File: config.mk
export PLATFORM = sky130hd
export DESIGN_NAME = hsi_rx_irq_status
export DESIGN_NICKNAME = d
export VERILOG_FILES = /design/src/hsi_rx_irq_status.v /design/src/hsi_chan_regs.v
export VERILOG_INCLUDE_DIRS = /design/src
export SDC_FILE = /design/constraint.sdc
export NUM_CORES = 1
export LEC_CHECK = 0
export BUFFER_PORTS_ARGS = -buffer_cell sky130_fd_sc_hd__buf_2
export CORE_ASPECT_RATIO = 0.8
export CORE_MARGIN = 2
export CORE_UTILIZATION = 50
export CTS_CLUSTER_DIAMETER = 60
export DETAILED_ROUTE_END_ITERATION = 10
export PLACE_DENSITY = 0.83
export SLEW_MARGIN = 25
export SYNTH_ARGS = -nofsm -noshare
export SYNTH_HDL_FRONTEND = slang
export SYNTH_SLANG_ARGS = --single-unit
export TNS_END_PERCENT = 50
File: constraint.sdc
create_clock -name clk -period 2.7 [get_ports clk]
set_input_delay 0.135 -clock clk [delete_from_list [all_inputs] [get_ports clk]]
set_output_delay 0.135 -clock clk [all_outputs]
set_load 0.005 [all_outputs]
File: src/hsi_defines.vh
// Constants shared by the receive error and interrupt status block.
`ifndef HSI_DEFINES_VH
`define HSI_DEFINES_VH

// Address decode: byte address bits and per-channel register indices.
`define HSI_ADDR_W 8
`define HSI_CH_BIT 5
`define HSI_IDX_HI 4
`define HSI_IDX_LO 2
`define HSI_REG_PRIM 3'h0
`define HSI_REG_EXT 3'h1
`define HSI_REG_MASK 3'h2
`define HSI_REG_TXBCH 3'h3
`define HSI_REG_CFG2 3'h4
`define HSI_REG_RX_HEADER_CONTROL_BYTE 3'h5
`define HSI_REG_RX_ADDRESS_LOW_ONE 3'h6
`define HSI_REG_RX_FRAME_STATUS 3'h7

// Primary status fields.
`define HSI_PRIM_MSG_END 7
`define HSI_PRIM_POOL_FULL 6
`define HSI_PRIM_SRC_HI 7
`define HSI_PRIM_SRC_LO 3
`define HSI_PRIM_ICA 2
`define HSI_PRIM_EXA 1
`define HSI_PRIM_EXB 0

// Extended status fields.
`define HSI_EXT_PROTO_ERR 5
`define HSI_EXT_FRAME_OVF 4
`define HSI_EXT_FRAME_START 2

// Control fields.
`define HSI_TXBCH_DMA 7
`define HSI_CFG2_FS_EN 3
`define HSI_CFG2_ADDR_RECOG 0
`define HSI_RX_FRAME_STATUS_CRC 5
`define HSI_RX_FRAME_STATUS_ABORT 4

// Reset values.
`define HSI_RST_BYTE 8'h00
`define HSI_RST_WORD 32'h00000000

// Receive buffer pool size and frame start byte position.
`define HSI_POOL_BYTES 6'h20
`define HSI_FS_BYTE_IDX 2'h1
`define HSI_BCNT_MAX 2'h3

`endif

File: src/hsi_rx_irq_status.v
// Two-channel receive error handling, status registers and shared interrupt.
//
// Added by the designer: the APB register port and the address map.
`include "hsi_defines.vh"
`default_nettype none

// Overview of operation
// Info frame: CRC/abort gives message end; bad N(S) answers; bad N(R) protocol error.
// Supervisory frame: CRC/abort silent; bad N(R) or info field gives protocol error.
// Any listed frame error leaves send and receive state variables unchanged.
// Every register seen by the CPU is eight bits wide.
// Each channel has its own identical, fully independent register file; here channel B's primary bits 2..1 show channel A status.
// Reset selects interrupt transfer; DMA only when the DMA select bit is set.
// Each channel picks interrupt or DMA mode independently.
// One shared active-low interrupt output serves both channels.
// Five primary and six extended indications per channel; here only two primary and three extended indications are raised.
// Channel B primary bits 2..0 point to A primary, A extended, B extended.
// Channel B primary bits 7..3 hold channel B's own sources.
// The CPU reads channel B primary status first on each interrupt.
// Interrupt stays active until all sources are cleared by reading status.
// Masking all then restoring the mask drops and re-raises the interrupt.
// Each primary status indication can be masked individually.
// Interrupt mode: pool full when 32 bytes of an open message are held.
// Interrupt mode: message end when a whole message or its tail is buffered.
// DMA mode: message end only after DMA has read out the whole message; here a CRC/abort info frame also raises it at frame end.
// Frame overflow when buffer is full and a new frame starts.
// Frame start is raised only with its enable bit set.
// Frame start after address match, or two bytes after the flag in transparent mode.
// Header, first address and status bits 3..0 are valid at frame start.
// Masked indications are still recorded but do not drive the interrupt.
module hsi_rx_irq_status (
   input wire clk,
   input wire rst,
   input wire psel,
   input wire penable,
   input wire pwrite,
   input wire [`HSI_ADDR_W-1:0] paddr,
   input wire [31:0] pwdata,
   output reg [31:0] prdata,
   output reg pready,
   output reg pslverr,
   output reg int_n,
   input wire [1:0] rx_frame_begin,
   input wire [1:0] rx_byte_strobe,
   input wire [1:0] rx_addr_match,
   input wire [11:0] rx_buf_count,
   input wire [1:0] rx_buf_full,
   input wire [1:0] rx_msg_done,
   input wire [1:0] rx_dma_read_done,
   input wire [1:0] rx_frame_done,
   input wire [1:0] rx_frame_is_info,
   input wire [1:0] rx_frame_is_super,
   input wire [1:0] rx_crc_err,
   input wire [1:0] rx_aborted,
   input wire [1:0] rx_ns_err,
   input wire [1:0] rx_nr_err,
   input wire [1:0] rx_has_ifield,
   input wire [15:0] rx_header_in,
   input wire [15:0] rx_address_in,
   input wire [7:0] rx_status_in,
   output reg [1:0] s_response_req,
   output reg [1:0] state_advance,
   output reg [1:0] dma_mode
);

   localparam ST_IDLE = 3'b001;
   localparam ST_FETCH = 3'b010;
   localparam ST_DONE = 3'b100;

   // Set wins over clear, so an event landing on the clearing read survives.
   function [7:0] hsi_upd;
      input [7:0] cur;
      input [7:0] set;
      input [7:0] clr;
      begin
         hsi_upd = (cur & ~clr) | set;
      end
   endfunction

   reg [2:0] st_r;
   reg [7:0] snap_r;
   reg [7:0] rd_nxt;
   reg err_nxt;

   wire [15:0] prim_w;
   wire [15:0] ext_w;
   wire [15:0] mask_w;
   wire [15:0] sub_rd_w;
   wire [1:0] dma_w;
   wire [1:0] fs_en_w;
   wire [1:0] recog_w;
   wire [1:0] cap_w;
   wire [1:0] crc_set_w;
   wire [1:0] abort_set_w;
   wire [1:0] sresp_w;
   wire [1:0] adv_w;

   wire setup_w = psel & ~penable;
   wire done_w = (st_r == ST_DONE) & psel & penable;
   wire ch_w = paddr[`HSI_CH_BIT];
   wire [2:0] idx_w = paddr[`HSI_IDX_HI:`HSI_IDX_LO];
   wire bad_addr_w = (paddr[`HSI_ADDR_W-1:`HSI_CH_BIT+1] != 2'h0) |
                     (paddr[`HSI_IDX_LO-1:0] != 2'h0);
   wire wr_w = done_w & pwrite & ~bad_addr_w;
   wire rd_done_w = done_w & ~pwrite & ~bad_addr_w;

   // Pointer bits in channel B's primary register.
   wire ica_w = |(prim_w[`HSI_PRIM_SRC_HI:`HSI_PRIM_SRC_LO] &
                  ~mask_w[`HSI_PRIM_SRC_HI:`HSI_PRIM_SRC_LO]);
   wire exa_w = |ext_w[7:0];
   wire exb_w = |ext_w[15:8];
   wire [7:0] prim_b_view_w = {prim_w[8+`HSI_PRIM_SRC_HI:8+`HSI_PRIM_SRC_LO],
                               ica_w, exa_w, exb_w};
   wire [7:0] prim_a_view_w = {prim_w[`HSI_PRIM_SRC_HI:`HSI_PRIM_SRC_LO], 3'h0};
   // All channels funnel through channel B's view and its mask.
   wire irq_any_w = |(prim_b_view_w & ~mask_w[15:8]);

   genvar c;
   generate
      for (c = 0; c < 2; c = c + 1) begin : g_ch
         reg [7:0] prim_r;
         reg [7:0] ext_r;
         reg [5:0] lvl_r;
         reg [1:0] bcnt_r;
         reg [7:0] pset;
         reg [7:0] eset;
         wire [7:0] pclr;
         wire [7:0] eclr;
         wire clean = ~rx_crc_err[c] & ~rx_aborted[c];
         wire info_end = rx_frame_done[c] & rx_frame_is_info[c];
         wire sup_end = rx_frame_done[c] & rx_frame_is_super[c];
         wire [5:0] lvl = rx_buf_count[6*c+5:6*c];
         wire pool_evt;
         wire end_evt;
         wire perr_evt;
         wire fs_evt;
         wire ovf_evt;
         wire sel = rd_done_w & (ch_w == c);

         // Pool full only on the rising crossing of a still open message.
         assign pool_evt = ~dma_w[c] & ~rx_msg_done[c] &
                           (lvl == `HSI_POOL_BYTES) & (lvl_r != `HSI_POOL_BYTES);
         assign end_evt = (dma_w[c] ? rx_dma_read_done[c] : rx_msg_done[c]) |
                          (info_end & ~clean);
         assign perr_evt = (info_end & clean & ~rx_ns_err[c] & rx_nr_err[c]) |
                           (sup_end & clean & (rx_nr_err[c] | rx_has_ifield[c]));
         assign ovf_evt = rx_frame_begin[c] & rx_buf_full[c];
         assign cap_w[c] = recog_w[c] ? rx_addr_match[c] :
                           (rx_byte_strobe[c] & (bcnt_r == `HSI_FS_BYTE_IDX));
         assign fs_evt = cap_w[c] & fs_en_w[c];
         assign crc_set_w[c] = info_end & rx_crc_err[c];
         assign abort_set_w[c] = info_end & rx_aborted[c] & ~rx_crc_err[c];
         assign sresp_w[c] = info_end & clean & rx_ns_err[c];
         // Counters advance only on error-free frames.
         assign adv_w[c] = rx_frame_done[c] & clean & ~rx_ns_err[c] &
                           ~rx_nr_err[c] & ~(rx_frame_is_super[c] & rx_has_ifield[c]);

         always @* begin
            pset = `HSI_RST_BYTE;
            pset[`HSI_PRIM_MSG_END] = end_evt;
            pset[`HSI_PRIM_POOL_FULL] = pool_evt;
            eset = `HSI_RST_BYTE;
            eset[`HSI_EXT_PROTO_ERR] = perr_evt;
            eset[`HSI_EXT_FRAME_OVF] = ovf_evt;
            eset[`HSI_EXT_FRAME_START] = fs_evt;
         end
         assign pclr = (sel && idx_w == `HSI_REG_PRIM) ? snap_r : `HSI_RST_BYTE;
         assign eclr = (sel && idx_w == `HSI_REG_EXT) ? snap_r : `HSI_RST_BYTE;

         always @(posedge clk) begin
            if (rst) begin
               prim_r <= `HSI_RST_BYTE;
               ext_r <= `HSI_RST_BYTE;
               lvl_r <= 6'h00;
               bcnt_r <= 2'h0;
            end else begin
               prim_r <= hsi_upd(prim_r, pset, pclr);
               ext_r <= hsi_upd(ext_r, eset, eclr);
               lvl_r <= lvl;
               if (rx_frame_begin[c]) begin
                  bcnt_r <= 2'h0;
               end else if (rx_byte_strobe[c] && bcnt_r != `HSI_BCNT_MAX) begin
                  bcnt_r <= bcnt_r + 2'h1;
               end
            end
         end

         assign prim_w[8*c+7:8*c] = prim_r;
         assign ext_w[8*c+7:8*c] = ext_r;

         hsi_chan_regs u_regs (
            .clk(clk),
            .rst(rst),
            .wr_en(wr_w & (ch_w == c)),
            .wr_idx(idx_w),
            .wr_data(pwdata[7:0]),
            .rd_en(setup_w & (ch_w == c)),
            .rd_idx(idx_w),
            .rd_data_r(sub_rd_w[8*c+7:8*c]),
            .mask(mask_w[8*c+7:8*c]),
            .dma_sel(dma_w[c]),
            .fs_en(fs_en_w[c]),
            .addr_recog(recog_w[c]),
            .cap_en(cap_w[c]),
            .cap_header(rx_header_in[8*c+7:8*c]),
            .cap_address(rx_address_in[8*c+7:8*c]),
            .cap_status(rx_status_in[4*c+3:4*c]),
            .crc_set(crc_set_w[c]),
            .abort_set(abort_set_w[c])
         );
      end
   endgenerate

   // Read mux for the fetch cycle; sub-module bytes were loaded at setup.
   always @* begin
      err_nxt = bad_addr_w;
      rd_nxt = `HSI_RST_BYTE;
      if (!bad_addr_w) begin
         case (idx_w)
            `HSI_REG_PRIM: rd_nxt = ch_w ? prim_b_view_w : prim_a_view_w;
            `HSI_REG_EXT: rd_nxt = ch_w ? ext_w[15:8] : ext_w[7:0];
            default: rd_nxt = ch_w ? sub_rd_w[15:8] : sub_rd_w[7:0];
         endcase
      end
   end

   // One wait state keeps prdata a flop without losing clear-on-read events.
   always @(posedge clk) begin
      if (rst) begin
         st_r <= ST_IDLE;
         snap_r <= `HSI_RST_BYTE;
         prdata <= `HSI_RST_WORD;
         pready <= 1'b0;
         pslverr <= 1'b0;
      end else begin
         case (st_r)
            ST_IDLE: begin
               pready <= 1'b0;
               pslverr <= 1'b0;
               if (setup_w) begin
                  st_r <= ST_FETCH;
               end
            end
            ST_FETCH: begin
               prdata <= {24'h000000, rd_nxt};
               snap_r <= pwrite ? `HSI_RST_BYTE : rd_nxt;
               pslverr <= err_nxt;
               pready <= 1'b1;
               st_r <= ST_DONE;
            end
            ST_DONE: begin
               if (done_w) begin
                  pready <= 1'b0;
                  pslverr <= 1'b0;
                  st_r <= ST_IDLE;
               end
            end
            default: begin
               pready <= 1'b0;
               pslverr <= 1'b0;
               st_r <= ST_IDLE;
            end
         endcase
      end
   end

   always @(posedge clk) begin
      if (rst) begin
         int_n <= 1'b1;
         s_response_req <= 2'h0;
         state_advance <= 2'h0;
         dma_mode <= 2'h0;
      end else begin
         int_n <= ~irq_any_w;
         s_response_req <= sresp_w;
         state_advance <= adv_w;
         dma_mode <= dma_w;
      end
   end

endmodule // hsi_rx_irq_status

`default_nettype wire

File: src/hsi_chan_regs.v
// One channel's control bytes and captured receive header bytes.
`include "hsi_defines.vh"
`default_nettype none

module hsi_chan_regs (
   input wire clk,
   input wire rst,
   input wire wr_en,
   input wire [2:0] wr_idx,
   input wire [7:0] wr_data,
   input wire rd_en,
   input wire [2:0] rd_idx,
   output reg [7:0] rd_data_r,
   output wire [7:0] mask,
   output wire dma_sel,
   output wire fs_en,
   output wire addr_recog,
   input wire cap_en,
   input wire [7:0] cap_header,
   input wire [7:0] cap_address,
   input wire [3:0] cap_status,
   input wire crc_set,
   input wire abort_set
);

   reg [7:0] mask_r;
   reg [7:0] tx_byte_count_high_r;
   reg [7:0] channel_config_two_r;
   reg [7:0] rx_header_control_byte_r;
   reg [7:0] rx_address_low_one_r;
   reg [7:0] rx_frame_status_r;
   reg [7:0] sta_nxt;

   assign mask = mask_r;
   assign dma_sel = tx_byte_count_high_r[`HSI_TXBCH_DMA];
   assign fs_en = channel_config_two_r[`HSI_CFG2_FS_EN];
   assign addr_recog = channel_config_two_r[`HSI_CFG2_ADDR_RECOG];

   always @* begin
      sta_nxt = cap_en ? {4'h0, cap_status} : rx_frame_status_r;
      sta_nxt[`HSI_RX_FRAME_STATUS_CRC] = sta_nxt[`HSI_RX_FRAME_STATUS_CRC] | crc_set;
      sta_nxt[`HSI_RX_FRAME_STATUS_ABORT] = sta_nxt[`HSI_RX_FRAME_STATUS_ABORT] | abort_set;
   end

   always @(posedge clk) begin
      if (rst) begin
         mask_r <= `HSI_RST_BYTE;
         tx_byte_count_high_r <= `HSI_RST_BYTE;
         channel_config_two_r <= `HSI_RST_BYTE;
         rx_header_control_byte_r <= `HSI_RST_BYTE;
         rx_address_low_one_r <= `HSI_RST_BYTE;
         rx_frame_status_r <= `HSI_RST_BYTE;
         rd_data_r <= `HSI_RST_BYTE;
      end else begin
         if (wr_en && wr_idx == `HSI_REG_MASK) begin
            mask_r <= wr_data;
         end
         if (wr_en && wr_idx == `HSI_REG_TXBCH) begin
            tx_byte_count_high_r <= wr_data;
         end
         if (wr_en && wr_idx == `HSI_REG_CFG2) begin
            channel_config_two_r <= wr_data;
         end
         if (cap_en) begin
            rx_header_control_byte_r <= cap_header;
            rx_address_low_one_r <= cap_address;
         end
         rx_frame_status_r <= sta_nxt;
         if (rd_en) begin
            case (rd_idx)
               `HSI_REG_MASK: rd_data_r <= mask_r;
               `HSI_REG_TXBCH: rd_data_r <= tx_byte_count_high_r;
               `HSI_REG_CFG2: rd_data_r <= channel_config_two_r;
               `HSI_REG_RX_HEADER_CONTROL_BYTE: rd_data_r <= rx_header_control_byte_r;
               `HSI_REG_RX_ADDRESS_LOW_ONE: rd_data_r <= rx_address_low_one_r;
               `HSI_REG_RX_FRAME_STATUS: rd_data_r <= rx_frame_status_r;
               default: rd_data_r <= `HSI_RST_BYTE;
            endcase
         end
      end
   end

endmodule // hsi_chan_regs

`default_nettype wire

## After elaboration in Yosys (flattened, before gate mapping)

Index checks and enable logic that the tools add are counted.

| word-level totals | value |
|---|---|
| register bits after elaboration | 184 |
| input bits | 125 |
| output and inout bits | 41 |
| word-level logic and storage cells | 210 |

| cells by class | value |
|---|---|
| $add $sub $neg | 2 |
| eq/ne operators | 20 |
| mux-type cells | 24 |
| bitwise gates (word level) | 109 |
| reductions and logical operators | 22 |

Operators with widths:

| operator | count |
|---|---|
| $pmux 8 s6 | 2 |
| $mux 8 | 9 |
| $and 1x1->1 | 61 |
| $and 8x8->8 | 5 |
| $not 8->8 | 5 |
| $reduce_or 8->1 | 3 |
| $not 1->1 | 21 |
| $or 8x6->8 | 2 |
| $or 8x8->8 | 2 |
| $pmux 8 s2 | 1 |
| $eq 3x3->1 const B | 5 |
| $eq 6x6->1 const B | 2 |
| $logic_and 1x1->1 | 12 |
| $mux 6 | 2 |
| $ne 6x6->1 const B | 2 |
| $or 1x1->1 | 11 |
| $eq 3x2->1 const B | 3 |
| $pmux 3 s3 | 1 |
| $ne 2x2->1 const B | 4 |
| $eq 3x1->1 const B | 2 |
| $mux 3 | 2 |
| $and 5x5->5 | 1 |
| $mux 1 | 5 |
| $not 5->5 | 1 |
| other kinds (8) | 13 |

## Depth between registers and ports, before layout

Gate-level depths: netlist of run 1.

| logic depth | value |
|---|---|
| depth after elaboration | 11 |
| depth in mapped cells | 7 |
| gate-level depth less buffers | 6 |

## Cells and area by module

From an unflattened synthesis of run 1, not the netlist that was laid out.

| unflattened totals | value |
|---|---|
| cells, all modules | 904 |
| area total of the unflattened synthesis | 8042.7 um^2 |

Modules (own cells, without submodules):

| module | times used | cells an instance | area each (um^2) | seq. area each (um^2) |
|---|---|---|---|---|
| hsi_chan_regs | 2 | 258 | 2347.3 | 1081.0 |
| hsi_rx_irq_status | 1 | 388 | 3348.2 | 1401.3 |

## Worst setup path after synthesis of run 1

Ideal clock, no wire load.

| timing path | value |
|---|---|
| kind | reg-to-reg |
| start | register st_r[1] |
| end | register g_ch[1].ext_r[5] |
| library setup time | 0.117 ns |
| arrival time | 1.907 ns |
| required time | 2.583 ns |
| setup slack | 0.675 ns |
| stages on the path, launching flop included | 7 |
| path buffers | 1 |
| clock period less this slack | 2.025 ns |
| cell sequence | dfxtp_1 > clkbuf_1 > or3b_1 > or3_1 > nor3_2 > nand2_1 > a32o_1 |

| between the ends | value |
|---|---|
| longest elaborated chain between the ends | 11 |

RTL lines:

| item | RTL line | RTL |
|---|---|---|
| from (decl) | hsi_rx_irq_status.v:80 | `reg [2:0] st_r;` |
| from (signal assigned) | hsi_rx_irq_status.v:230 | `st_r <= ST_IDLE;` |
| from (signal assigned) | hsi_rx_irq_status.v:241 | `st_r <= ST_FETCH;` |
| from (signal assigned) | hsi_rx_irq_status.v:249 | `st_r <= ST_DONE;` |
| $eq 3x3->1 | hsi_rx_irq_status.v:99 | `wire done_w = (st_r == ST_DONE) & psel & penable;` |
| $and 1x1->1 (2 in series) | hsi_rx_irq_status.v:99 |  |
| $and 1x1->1 (2 in series) | hsi_rx_irq_status.v:105 | `wire rd_done_w = done_w & ~pwrite & ~bad_addr_w;` |
| $and 1x1->1 | hsi_rx_irq_status.v:138 | `wire sel = rd_done_w & (ch_w == c);` |
| $logic_and 1x1->1 (no line) | n/a |  |
| $mux 8 (no line) | n/a |  |
| $not 8->8 | hsi_rx_irq_status.v:76 | `hsi_upd = (cur & ~clr) \| set;` |
| $and 8x8->8 | hsi_rx_irq_status.v:76 |  |
| $or 8x6->8 | hsi_rx_irq_status.v:76 |  |
| to (signal assigned) | hsi_rx_irq_status.v:173 | `` ext_r <= `HSI_RST_BYTE; `` |
| to (signal assigned) | hsi_rx_irq_status.v:178 | `ext_r <= hsi_upd(ext_r, eset, eclr);` |
| to (decl) | hsi_rx_irq_status.v:122 | `reg [7:0] ext_r;` |

Every way passes these cells.
A chain may end at the register's enable or synchronous reset.

## Final worst setup path of run 1

| timing path | value |
|---|---|
| start | register st_r[2] |
| end | register g_ch[1].u_regs.tx_byte_count_high_r[1] |

| between the ends | value |
|---|---|
| longest elaborated chain between the ends | 7 |

RTL lines:

| item | RTL line | RTL |
|---|---|---|
| $eq 3x3->1 | hsi_rx_irq_status.v:99 |  |
| $and 1x1->1 (2 in series) | hsi_rx_irq_status.v:99 |  |
| $and 1x1->1 (2 in series) | hsi_rx_irq_status.v:104 | `wire wr_w = done_w & pwrite & ~bad_addr_w;` |
| $and 1x1->1 | hsi_rx_irq_status.v:194 | `.wr_en(wr_w & (ch_w == c)),` |
| $logic_and 1x1->1 (no line) | n/a |  |
| to (signal assigned) | hsi_chan_regs.v:48 | `` tx_byte_count_high_r <= `HSI_RST_BYTE; `` |
| to (signal assigned) | hsi_chan_regs.v:59 | `tx_byte_count_high_r <= wr_data;` |
| to (decl) | hsi_chan_regs.v:27 | `reg [7:0] tx_byte_count_high_r;` |

Every way passes these cells.

==> key figures, run 1 <==
Clock network
  – CTS tree: built
  – Setup Fix Bufs, Post-CTS: 0
  – Worst-Skew Late Latency: 0.43 ns
  – H-tree depth: 4
  – Clock Root Buffer: clkbuf_16
  – CTS sink count: 178
  – Clk slew on worst S/H paths: 0.07 ns
  – Clock Path Buffers: 2
  – CTS buffer count: 17

STA
  – Crit path time final: 2.339 ns
  – Fin. Hold Viols: 0
  – Final worst setup slack: 0.3609 ns
  – Final setup fails: 0
  – Setup TNS: 0 ns
  – Worst slew pin tran: 0.7759 ns
  – Max_slew headroom: 48.04%
  – Highest Clock Rate: 427.5 MHz
  – RSZ-0062 raised after global routing: no
  – Fin crit share: 86.63%
  – Slew Viols, Final: 0
  – Clock skew: 0.008444 ns

Drt
  – Total wire length: 22190 um
  – Routed len/inst: 17.57 um
  – DRC: 0
  – Vias: 7161
  – Initial DRT Pass Iterations: 9
  – Via density: 5.670
  – Final ANT Viol Nets: 0
  – Initial drt markers: 724

Power
  – Internal power: 0.004241 W
  – PwrDens: 579.2 mW/mm^2
  – Switching Share: 24.49%
  – Seq pwr share: 47.9%
  – Static Leak: 3.842 nW
  – Net Sw Power: 0.001375 W
  – Worst VDD drop: 0.5059 mV
  – Clk pwr share: 43.8%
  – Logic gate share of total power: 8.3%

Critical path
  – Crit Path Category: reg2reg
  – Crit start category: flip-flop
  – CP arrival: 2.65 ns
  – Endpoint class of the critical path: flip-flop
  – CP Data Required Time: 3.01 ns
  – Max FO, Critical Path: 8

Global route
  – Total global routing track utilization: 27.13%
  – First-pass GRT wire length: 34460 um
  – Antenna violations before repair: 0
  – Vias in the first global route: 6722
  – Total gr overflow: 0
  – Pin count of the biggest net entering global routing: 65

Synth
  – Count leader, synth: dfxtp_1
  – Top cells by area, synth: dfxtp_1 46%, mux2i_1 10%, nand2_1 7.4%, a21oi_1 3.9%, nor2_1 3.9%
  – Seq/Total Area, Yosys: 46.06%
  – Post-synthesis register bit count: 178
  – Post-synth top area cell: dfxtp_1
  – Main synth FF type: dfxtp_1
  – Most frequent cells after synthesis: 178 x dfxtp_1, 153 x nand2_1, 80 x nor2_1
  – Ys Warns: 0
  – EDFF count, synth: 0
  – Cells after Synth: 870
  – Syn Area/Cell: 8.892 sq um
  – Top-area cell type share of the netlist area: 46.06%
  – Synth cell types: 59
  – Mapped Area: 0.007736 sq mm
  – Async S/R FF share, synth: 0%

Floorplan
  – Core region area: 0.01506 sq mm
  – Die area: 0.01649 sq mm
  – Die X-Extent: 143.1 um
  – Die height: 115.3 um
  – Starting Density: 51.35%
  – # rows: 40
  – I/O pin count: 166

Min path
  – Worst hold path type: in2reg

Placed design
  – Routability Congestion: 0.9693
  – Pre-CTS WS: 0.4257 ns
  – DP HPWL: 14670 um
  – Port Buffers: 117
  – Placed cell count: 1171
  – Area after DPL: 0.008493 sq mm

Final layout
  – Layout Cells excl Fill: 1263
  – Design area: 0.009697 sq mm
  – # nets final: 1171
  – # diodes: 0
  – Layout filler cell count: 1164
  – Fraction of layout instances using a drive strength above 1: 18.71%
  – Synth-to-Final Area Change: 25.34%

Outcome
  – Status: finished, final reports clean

Run
  – Max-capacitance violation count: 0
-- metrics by stage --
stage | total power [W] | utilization, % | hold WS [ns]
final | 0.005616 | 64.37 | 0.01992
after global routing | 0.005775 | 64.37 | 0.01919
after CTS | 0.005607 | 64.33 | 0.008476
after detailed placement | 0.003132 | 56.38 | 0.3365
after global placement | 0.003124 | 56.38 | 0.3310
after floorplan | 0.002983 | - | 0.2124
-- worst paths after layout --
| check | startpoint | slack (ns) | cells past startpoint | to |
|---|---|---|---|---|
| worst max register to register | st_r[2] | 0.36 | 5 | g_ch[1].u_regs.tx_byte_count_high_r[1] |
| worst max-delay path | st_r[2] | 0.36 | 5 | g_ch[1].u_regs.tx_byte_count_high_r[1] |
| worst min-delay path | rx_crc_err[0] | 0.02 | 3 | g_ch[0].u_regs.rx_frame_status_r[5] |
| worst min register to register | prdata[3] | 0.44 | 2 | prdata[3] |
-- routing by layer --
| metal | share of wire (%) | up-vias | track usage, % | wire length [um] |
|---|---|---|---|---|
| met5 | 0 | - | 0 | 0 |
| met4 | 2.6 | 0 | 11.29 | 567 |
| met3 | 8.4 | 47 | 5.914 | 1858 |
| met2 | 47 | 353 | 43.57 | 10320 |
| met1 | 43 | 3390 | 35.70 | 9438 |
| li1 | - | 3371 | - | - |
-- area by class of cell --
class                      instances  area [sq um]  share of cell area (%)
tap                              210         262.8                   2.710
inverter                          15         56.30                  0.5806
clock buffer                      17         425.4                   4.387
sequential                       178          3563                   36.75
multi-input combinational        626          3829                   39.48
timing repair buffer             204          1409                   14.53
clock inverter                    13         151.4                   1.561
-- power groups by stage --
stage          registers (W)  logic [W]  clock network (W)
2_1_floorplan        0.00274   0.000243                  0
3_3_place_gp         0.00275   0.000377                  0
3_5_place_dp         0.00275   0.000384                  0
4_1_cts              0.00269   0.000451            0.00247
5_1_grt              0.00269   0.000503            0.00258
6_report             0.00269   0.000468            0.00246
-- flip-flops by register name (all words and copies together), names as in the netlist --
signal                                cells
dma_mode                                  2
g_ch.bcnt_r                               4
g_ch.ext_r                               16
g_ch.lvl_r                               12
g_ch.prim_r                              10
g_ch.u_regs.channel_config_two_r         16
g_ch.u_regs.mask                         16
g_ch.u_regs.rd_data_r                    16
g_ch.u_regs.rx_address_low_one_r         16
g_ch.u_regs.rx_frame_status_r            12
g_ch.u_regs.rx_header_control_byte_r     16
g_ch.u_regs.tx_byte_count_high_r         16
int_n                                     1
prdata                                    8
pready                                    1
pslverr                                   1
s_response_req                            2
snap_r                                    8
st_r                                      3
state_advance                             2
-- critical path, cell delays in order (launching register included) --
cell and delay (ns):
dfxtp_1 0.39, or3b_1 0.46, nor4_1 0.52, nand4_2 0.48, mux2i_1 0.31, nor2_1 0.06
-- cells by family after synthesis --
family	Yosys count	share of synthesized area, %
fa+ha+maj	4	0.6470
compound gates	170	14.07
flops	178	46.06
xor+xnor	2	0.2265
simple gates	336	20.90
other cells	1	0.04847
buf+inv	89	5.644
mux	90	12.41
-- cell usage in the layout, fill, tap and decap left out, types with 5 or more instances in the layout --
cell type,n
a211oi_1,5
a21oi_1,60
a221oi_1,10
a22o_1,8
a22oi_1,10
a311oi_1,5
a31oi_1,7
and3_1,10
buf_2,116
buf_4,25
clkbuf_16,17
clkinvlp_4,5
conb_1,24
dfxtp_1,178
dlygate4sd3_1,62
inv_1,15
mux2_2,7
mux2i_1,79
nand2_1,153
nand2b_1,5
nand3_1,8
nand3b_1,5
nand4b_1,5
nor2_1,80
nor2b_1,24
nor3_1,5
nor4_1,13
o21ai_0,25
o22ai_1,13
o31ai_1,5
-- repair_timing --
item | in CTS | in global routing
hold endpoints to repair | 63 | 0
hold buffers | 62 | 0
resized for setup | 0 | 0
No activity file was read; power rests on OpenSTA's default activity.
==> run 2, diff against run 1 <==
--- a/config.mk
+++ b/config.mk
@@ -9,10 +9,10 @@
 export BUFFER_PORTS_ARGS = -buffer_cell sky130_fd_sc_hd__buf_2
 export CORE_ASPECT_RATIO = 0.8
 export CORE_MARGIN = 2
-export CORE_UTILIZATION = 50
+export CORE_UTILIZATION = 49
 export CTS_CLUSTER_DIAMETER = 60
 export DETAILED_ROUTE_END_ITERATION = 10
-export PLACE_DENSITY = 0.83
+export PLACE_DENSITY = 0.85
 export SLEW_MARGIN = 25
 export SYNTH_ARGS = -nofsm -noshare
 export SYNTH_HDL_FRONTEND = slang
==> constraint.sdc (replaced) <==
create_clock -name clk -period 2.1 [get_ports clk]
set_input_delay 0.105 -clock clk [delete_from_list [all_inputs] [get_ports clk]]
set_output_delay 0.105 -clock clk [all_outputs]
set_load 0.005 [all_outputs]
==> run 2 against run 1 <==
  * Combinational power increased by 38%
  * Clock power increased by 29%
  * Design area up 2.9%
  * Final cell count increased by 2.5%
  * First-iteration DRC count increased by 8.6%
  * Flip-flop and latch count stayed put
  * Maximum frequency grew 19%
  * Clock skew rose by 0.0037 ns
  * Setup slack worse by 0.23 ns
  * Wire length rose by 6.2%
  * Global-route usage up 1.2 points
  * Critical path depth increased by 1
==> key figures, run 2 (synthesized netlist as in run 1, its figures left out) <==
Outcome
  – Status: finished, final reports clean

Drt
  – Vias: 7330
  – Routed len/inst: 18.20 um
  – Met1 wire length: 9700 um
  – Via density: 5.660
  – DR WL met3: 2179 um
  – Met2 routed wirelength: 10990 um
  – Final ANT Viol Nets: 0
  – Total wire length: 23570 um
  – Top layer in use: met4
  – DRC: 0
  – Initial drt markers: 786
  – Initial DRT Pass Iterations: 6

Power
  – Internal power: 0.005423 W
  – Logic gate share of total power: 8.9%
  – Switching Share: 25.52%
  – Static Leak: 3.983 nW
  – Clk pwr share: 43.6%
  – Seq pwr share: 47.5%
  – Worst VDD drop: 0.7352 mV
  – Net Sw Power: 0.001858 W
  – PwrDens: 729.7 mW/mm^2

STA
  – Setup TNS: 0 ns
  – Fin. Hold Viols: 0
  – Highest Clock Rate: 507.5 MHz
  – Slew Viols, Final: 0
  – Crit path time final: 1.970 ns
  – Worst slew pin tran: 0.8866 ns
  – RSZ-0062 raised after global routing: no
  – Final setup fails: 0
  – Clock skew: 0.01212 ns
  – Final worst setup slack: 0.1295 ns
  – Fin crit share: 93.83%
  – Max_slew headroom: 40.61%
  – Hold WS: 0.001663 ns

Final layout
  – Fraction of layout instances using a drive strength above 1: 20.39%
  – Layout filler cell count: 1172
  – Design area: 0.009978 sq mm
  – Synth-to-Final Area Change: 28.98%
  – # nets final: 1195
  – Most frequent cells in the layout: 177 x dfxtp_1, 152 x nand2_1, 116 x buf_2, 80 x nor2_1, 79 x mux2i_1
  – Most common library cell in the layout ignoring fill and taps: dfxtp_1

Critical path
  – Max FO, Critical Path: 22
  – Crit-path cells: ha_1 > nand2_1 > o21a_2 > a32oi_1 > dlygate4sd3_1 > nor2_1
  – Crit start category: flip-flop
  – Crit Path Category: reg2reg
  – CP arrival: 2.31 ns
  – Endpoint class of the critical path: flip-flop
  – Slowest cell on crit path: dlygate4sd3_1
  – CP peak stage delay: 0.61 ns
  – CP Data Required Time: 2.44 ns

Clock network
  – Setup Fix Bufs, Post-CTS: 0
  – Clock Root Buffer: clkbuf_16
  – Worst-Skew Late Latency: 0.44 ns
  – CTS buffer count: 17
  – H-tree depth: 4
  – Clk slew on worst S/H paths: 0.08 ns
  – Clock Path Buffers: 2
  – CTS tree: built
  – CTS sink count: 178

Global route
  – Vias in the first global route: 7030
  – Total gr overflow: 0
  – Total global routing track utilization: 28.38%
  – First-pass GRT wire length: 36530 um
  – Antenna violations before repair: 0
  – Pin count of the biggest net entering global routing: 51

Run
  – Max-capacitance violation count: 0

Floorplan
  – I/O pin count: 166
  – # rows: 41
  – Die X-Extent: 144.5 um
  – Core region area: 0.01560 sq mm
  – Die area: 0.01682 sq mm
  – Starting Density: 49.61%
  – Die height: 116.4 um

Placed design
  – Area after DPL: 0.008653 sq mm
  – Pre-CTS WS: 0.1630 ns
  – DP HPWL: 15450 um
  – Port Buffers: 117
  – Routability Congestion: 0.9629

Min path
  – Worst hold path type: in2reg
==> run 2: changes by cell type in the layout (fill, tap and decap cells not counted), sizes merged, moves of 3 or more <==
cell	previous run	this run
clkinvlp	5	2
buf	142	157
clkinv	1	5
dlygate4sd3	62	71
==> run 2: worst max-delay path, delay by kind of cell, from the launching register on <==
| family | cells | cell delay (ns) |
|---|---|---|
| AOI/OAI and AO/OA | 2 | 0.58 |
| DFF | 1 | 0.39 |
| and+or+nand+nor | 2 | 0.11 |
| buffers and inverters | 1 | 0.61 |
| adders and majority gates | 1 | 0.18 |
==> run 2: cell type report <==
type	instances	area (sq um)	area share, %
clock inverters	14	146.4	1.467
flip-flops and latches	178	3565	35.72
clock buffers	18	439.2	4.401
repair buffers	228	1649	16.53
inverters	15	56.30	0.5643
multi-input cells	626	3851	38.60
diodes	1	2.502	0.02508
well taps	215	269.0	2.696
==> run 2: repair_timing <==
action	4_1_cts	5_1_grt
setup endpoints to repair	0	3
hold buffers	71	0
resized for setup	0	7
endpoints found under the hold margin	67	0
==> run 2: per-layer routing <==
metal | track usage [%] | up-vias
met1 | 37.55 | 3484
met4 | 12.10 | 0
met3 | 6.560 | 58
li1 | - | 3414
met2 | 44.99 | 374
met5 | 0 | -
==> run 2: stage by stage <==
step | std cells | power [W] | utilization [%]
after floorplan | 893 | 0.003835 | -
after global placement | 1191 | 0.004028 | 55.46
after detailed placement | 1191 | 0.004044 | 55.49
after CTS | 1294 | 0.007253 | 63.80
after global routing | 1294 | 0.007498 | 63.97
final | 1295 | 0.007281 | 63.98
==> run 2: worst paths after layout <==
kind / startpoint / to / slack (ns) / depth (start not counted)
max: g_ch[0].bcnt_r[0] / g_ch[0].u_regs.rx_frame_status_r[5] / 0.13 / 6
min: rx_msg_done[0] / g_ch[0].prim_r[7] / 0.002 / 3
max reg2reg: g_ch[0].bcnt_r[0] / g_ch[0].u_regs.rx_frame_status_r[5] / 0.13 / 6
min reg2reg: prdata[3] / prdata[3] / 0.45 / 2
==> run 2: power by group through the flow <==
stage | logic (W) | clock network [W] | registers (W)
floorplan | 0.000312 | 0 | 0.00352
global placement | 0.000498 | 0 | 0.00353
detailed placement | 0.000512 | 0 | 0.00353
CTS | 0.000614 | 0.00319 | 0.00345
global route | 0.000690 | 0.00335 | 0.00346
finish | 0.000646 | 0.00318 | 0.00346
==> run 3, diff against run 2 <==
--- a/config.mk
+++ b/config.mk
@@ -6,13 +6,14 @@
 export SDC_FILE = /design/constraint.sdc
 export NUM_CORES = 1
 export LEC_CHECK = 0
+export ABC_AREA = 1
 export BUFFER_PORTS_ARGS = -buffer_cell sky130_fd_sc_hd__buf_2
 export CORE_ASPECT_RATIO = 0.8
 export CORE_MARGIN = 2
-export CORE_UTILIZATION = 49
-export CTS_CLUSTER_DIAMETER = 60
+export CORE_UTILIZATION = 50
+export CTS_CLUSTER_DIAMETER = 150
 export DETAILED_ROUTE_END_ITERATION = 10
-export PLACE_DENSITY = 0.85
+export PLACE_DENSITY = 0.86
 export SLEW_MARGIN = 25
 export SYNTH_ARGS = -nofsm -noshare
 export SYNTH_HDL_FRONTEND = slang
==> run 3 against run 2 <==
  * Hold slack gained 0.0066 ns
  * Wire length grew 6.7%
  * Synthesized cell count grew 40%
  * Sequential share of layout area shrank 0.78 points
  * Die area grew 3.7%
  * Clock power grew 7.5%
  * Flip-flop and latch count is the same
  * Critical path depth is the same
  * Maximum frequency shrank 0.95%
  * Global-route usage grew 0.56 points
  * Highest routed layer unchanged
==> key figures, run 3 <==
Synth
  – Top-area cell type share of the netlist area: 43.49%
  – Cells after Synth: 1218
  – Most frequent cells after synthesis: 282 x nand2_1, 245 x nor2_1, 178 x dfxtp_1
  – Ys Warns: 0
  – Seq/Total Area, Yosys: 43.49%
  – Top cells by area, synth: dfxtp_1 43%, nand2_1 13%, nor2_1 11%, inv_1 6.7%, o21ai_0 5.3%
  – Post-synthesis register bit count: 178
  – EDFF count, synth: 0
  – Syn Area/Cell: 6.726 sq um
  – Mapped Area: 0.008193 sq mm
  – Main synth FF type: dfxtp_1
  – Post-synth top area cell: dfxtp_1
  – Async S/R FF share, synth: 0%
  – Synth cell types: 37
  – Count leader, synth: nand2_1

Min path
  – Hold Path Sink: g_ch[1].prim_r[6]
  – Worst hold path type: in2reg
  – Worst hold stages: 4
  – HP Start: rx_msg_done[1]

Clock network
  – Clock Path Buffers: 2
  – H-tree depth: 4
  – Clock Root Buffer: clkbuf_16
  – Clk slew on worst S/H paths: 0.07 ns
  – Worst-Skew Late Latency: 0.43 ns
  – CTS buffer count: 17
  – Setup Fix Bufs, Post-CTS: 0
  – CTS sink count: 178
  – CTS tree: built

Global route
  – First-pass GRT wire length: 40150 um
  – Pin count of the biggest net entering global routing: 78
  – Total gr overflow: 0
  – Vias in the first global route: 8124
  – Total global routing track utilization: 28.93%
  – Antenna violations before repair: 1

Placed design
  – Port Buffers: 117
  – Placed cell count: 1518
  – Area after DPL: 0.008861 sq mm
  – DP HPWL: 15770 um
  – Routability Congestion: 0.9454

Final layout
  – Synth-to-Final Area Change: 24.47%
  – Design area: 0.01020 sq mm
  – Multi-input logic area: 0.003711 sq mm
  – Most common library cell in the layout ignoring fill and taps: nand2_1
  – Fraction of layout instances using a drive strength above 1: 13.38%
  – Flip-flop and latch area: 0.003563 sq mm
  – Layout filler cell count: 1271
  – # nets final: 1521
  – Layout Cells excl Fill: 1621
  – Most frequent cells in the layout: 282 x nand2_1, 245 x nor2_1, 178 x dfxtp_1, 147 x inv_1, 117 x buf_2

Drt
  – DRC: 0
  – Initial DRT Pass Iterations: 7
  – Total wire length: 25150 um
  – Vias: 8555
  – Routed len/inst: 15.51 um
  – Final ANT Viol Nets: 0
  – Initial drt markers: 1007
  – Via density: 5.278

STA
  – Highest Clock Rate: 502.7 MHz
  – Hold WS: 0.008242 ns
  – Slew Viols, Final: 0
  – Setup TNS: 0 ns
  – Crit path time final: 1.989 ns
  – Worst slew pin tran: 0.8237 ns
  – Max_slew headroom: 45.09%
  – Fin crit share: 94.74%
  – Fin. Hold Viols: 0
  – Final setup fails: 0
  – Clock skew: 0.007944 ns
  – RSZ-0062 raised after global routing: no

Critical path
  – R2r setup slk: 0.20 ns
  – Crit start category: input pin
  – Max FO, Critical Path: 5
  – CP arrival: 2.37 ns
  – Crit Path Category: in2reg
  – CP Data Required Time: 2.48 ns
  – Worst reg2reg endpoint: g_ch[1].ext_r[5]
  – Worst R2R Path Depth: 6
  – Endpoint class of the critical path: flip-flop
  – FF-to-FF Start: st_r[1]

Floorplan
  – I/O pin count: 166
  – Core region area: 0.01590 sq mm
  – Die X-Extent: 147.1 um
  – Die area: 0.01743 sq mm
  – # rows: 41
  – Die height: 118.5 um
  – Starting Density: 51.52%

Power
  – Seq pwr share: 46.1%
  – Switching Share: 24.29%
  – Overall power: 0.007531 W
  – Logic gate share of total power: 8.5%
  – Internal power: 0.005702 W
  – Static Leak: 4.747 nW
  – Net Sw Power: 0.001829 W
  – PwrDens: 738.6 mW/mm^2
  – Worst VDD drop: 0.4931 mV
  – Clk pwr share: 45.4%

Outcome
  – Status: finished, final reports clean

Run
  – Max-capacitance violation count: 0
[run 3: what timing repair did]
item | in CTS | in global routing
hold buffers | 70 | 0
gates resized for setup | 0 | 1
setup endpoints to repair | 0 | 1
hold endpoints to repair | 68 | 0
[run 3: metal layers]
| layer | track usage, % | up-vias | share of wire (%) |
|---|---|---|---|
| met5 | 0 | - | 0 |
| met4 | 12.92 | 0 | 3.8 |
| met3 | 7.413 | 85 | 11 |
| met2 | 46.35 | 468 | 45 |
| met1 | 36.81 | 3877 | 40 |
| li1 | - | 4125 | - |
[run 3: cell type report]
cell class              instances  share of cell area [%]
flip-flops and latches        178                   34.94
inverters                     154                   5.669
well taps                     215                   2.638
clock inverters                11                   1.583
clock buffers                  21                   4.613
diodes                          1                 0.02454
multi-input cells             835                   36.39
repair buffers                206                   14.13
[run 3: cell families after synthesis]
logic type / count (synthesis) / synth area share, %
xor gates and xnor gates: 1 / 0.1069
adders and majority gates: 4 / 0.6109
AOI/OAI and AO/OA: 191 / 12.61
buffers and inverters: 228 / 12.28
other: 1 / 0.04577
DFF: 178 / 43.49
and+or+nand+nor: 615 / 30.85
[run 3: power by group through the flow]
stage / logic, W / registers [W] / clock network, W
6_report: 0.000640 / 0.00348 / 0.00342
3_5_place_dp: 0.000506 / 0.00355 / 0
5_1_grt: 0.000695 / 0.00348 / 0.00359
3_3_place_gp: 0.000497 / 0.00355 / 0
4_1_cts: 0.000604 / 0.00347 / 0.00343
2_1_floorplan: 0.000321 / 0.00354 / 0
[run 3: worst max path at each step]
stage	startpoint	endpoint	slack [ns]
finish	rx_crc_err[1]	state_advance[1]	0.11
global route	rx_aborted[1]	state_advance[1]	0.03
CTS	st_r[1]	g_ch[1].u_regs.tx_byte_count_high_r[1]	0.25
detailed placement	st_r[1]	g_ch[1].ext_r[5]	0.29
global placement	st_r[1]	g_ch[1].ext_r[5]	0.37
floorplan	g_ch[1].bcnt_r[1]	g_ch[1].u_regs.rx_address_low_one_r[0]	0.55
[run 3: through the flow]
stage / util, % / setup slack [ns]
global placement: 55.72 / 0.3715
detailed placement: 55.72 / 0.2865
floorplan: - / 0.5541
finish: 64.12 / 0.1106
CTS: 64.10 / 0.2482
global route: 64.12 / 0.02715
[run 3: critical path: stages]
cell and delay, ns:
dlygate4sd3_1 0.54, buf_2 0.16, nor3b_1 0.38, nand2_1 0.13, a2111oi_1 0.42, dlygate4sd3_1 0.63
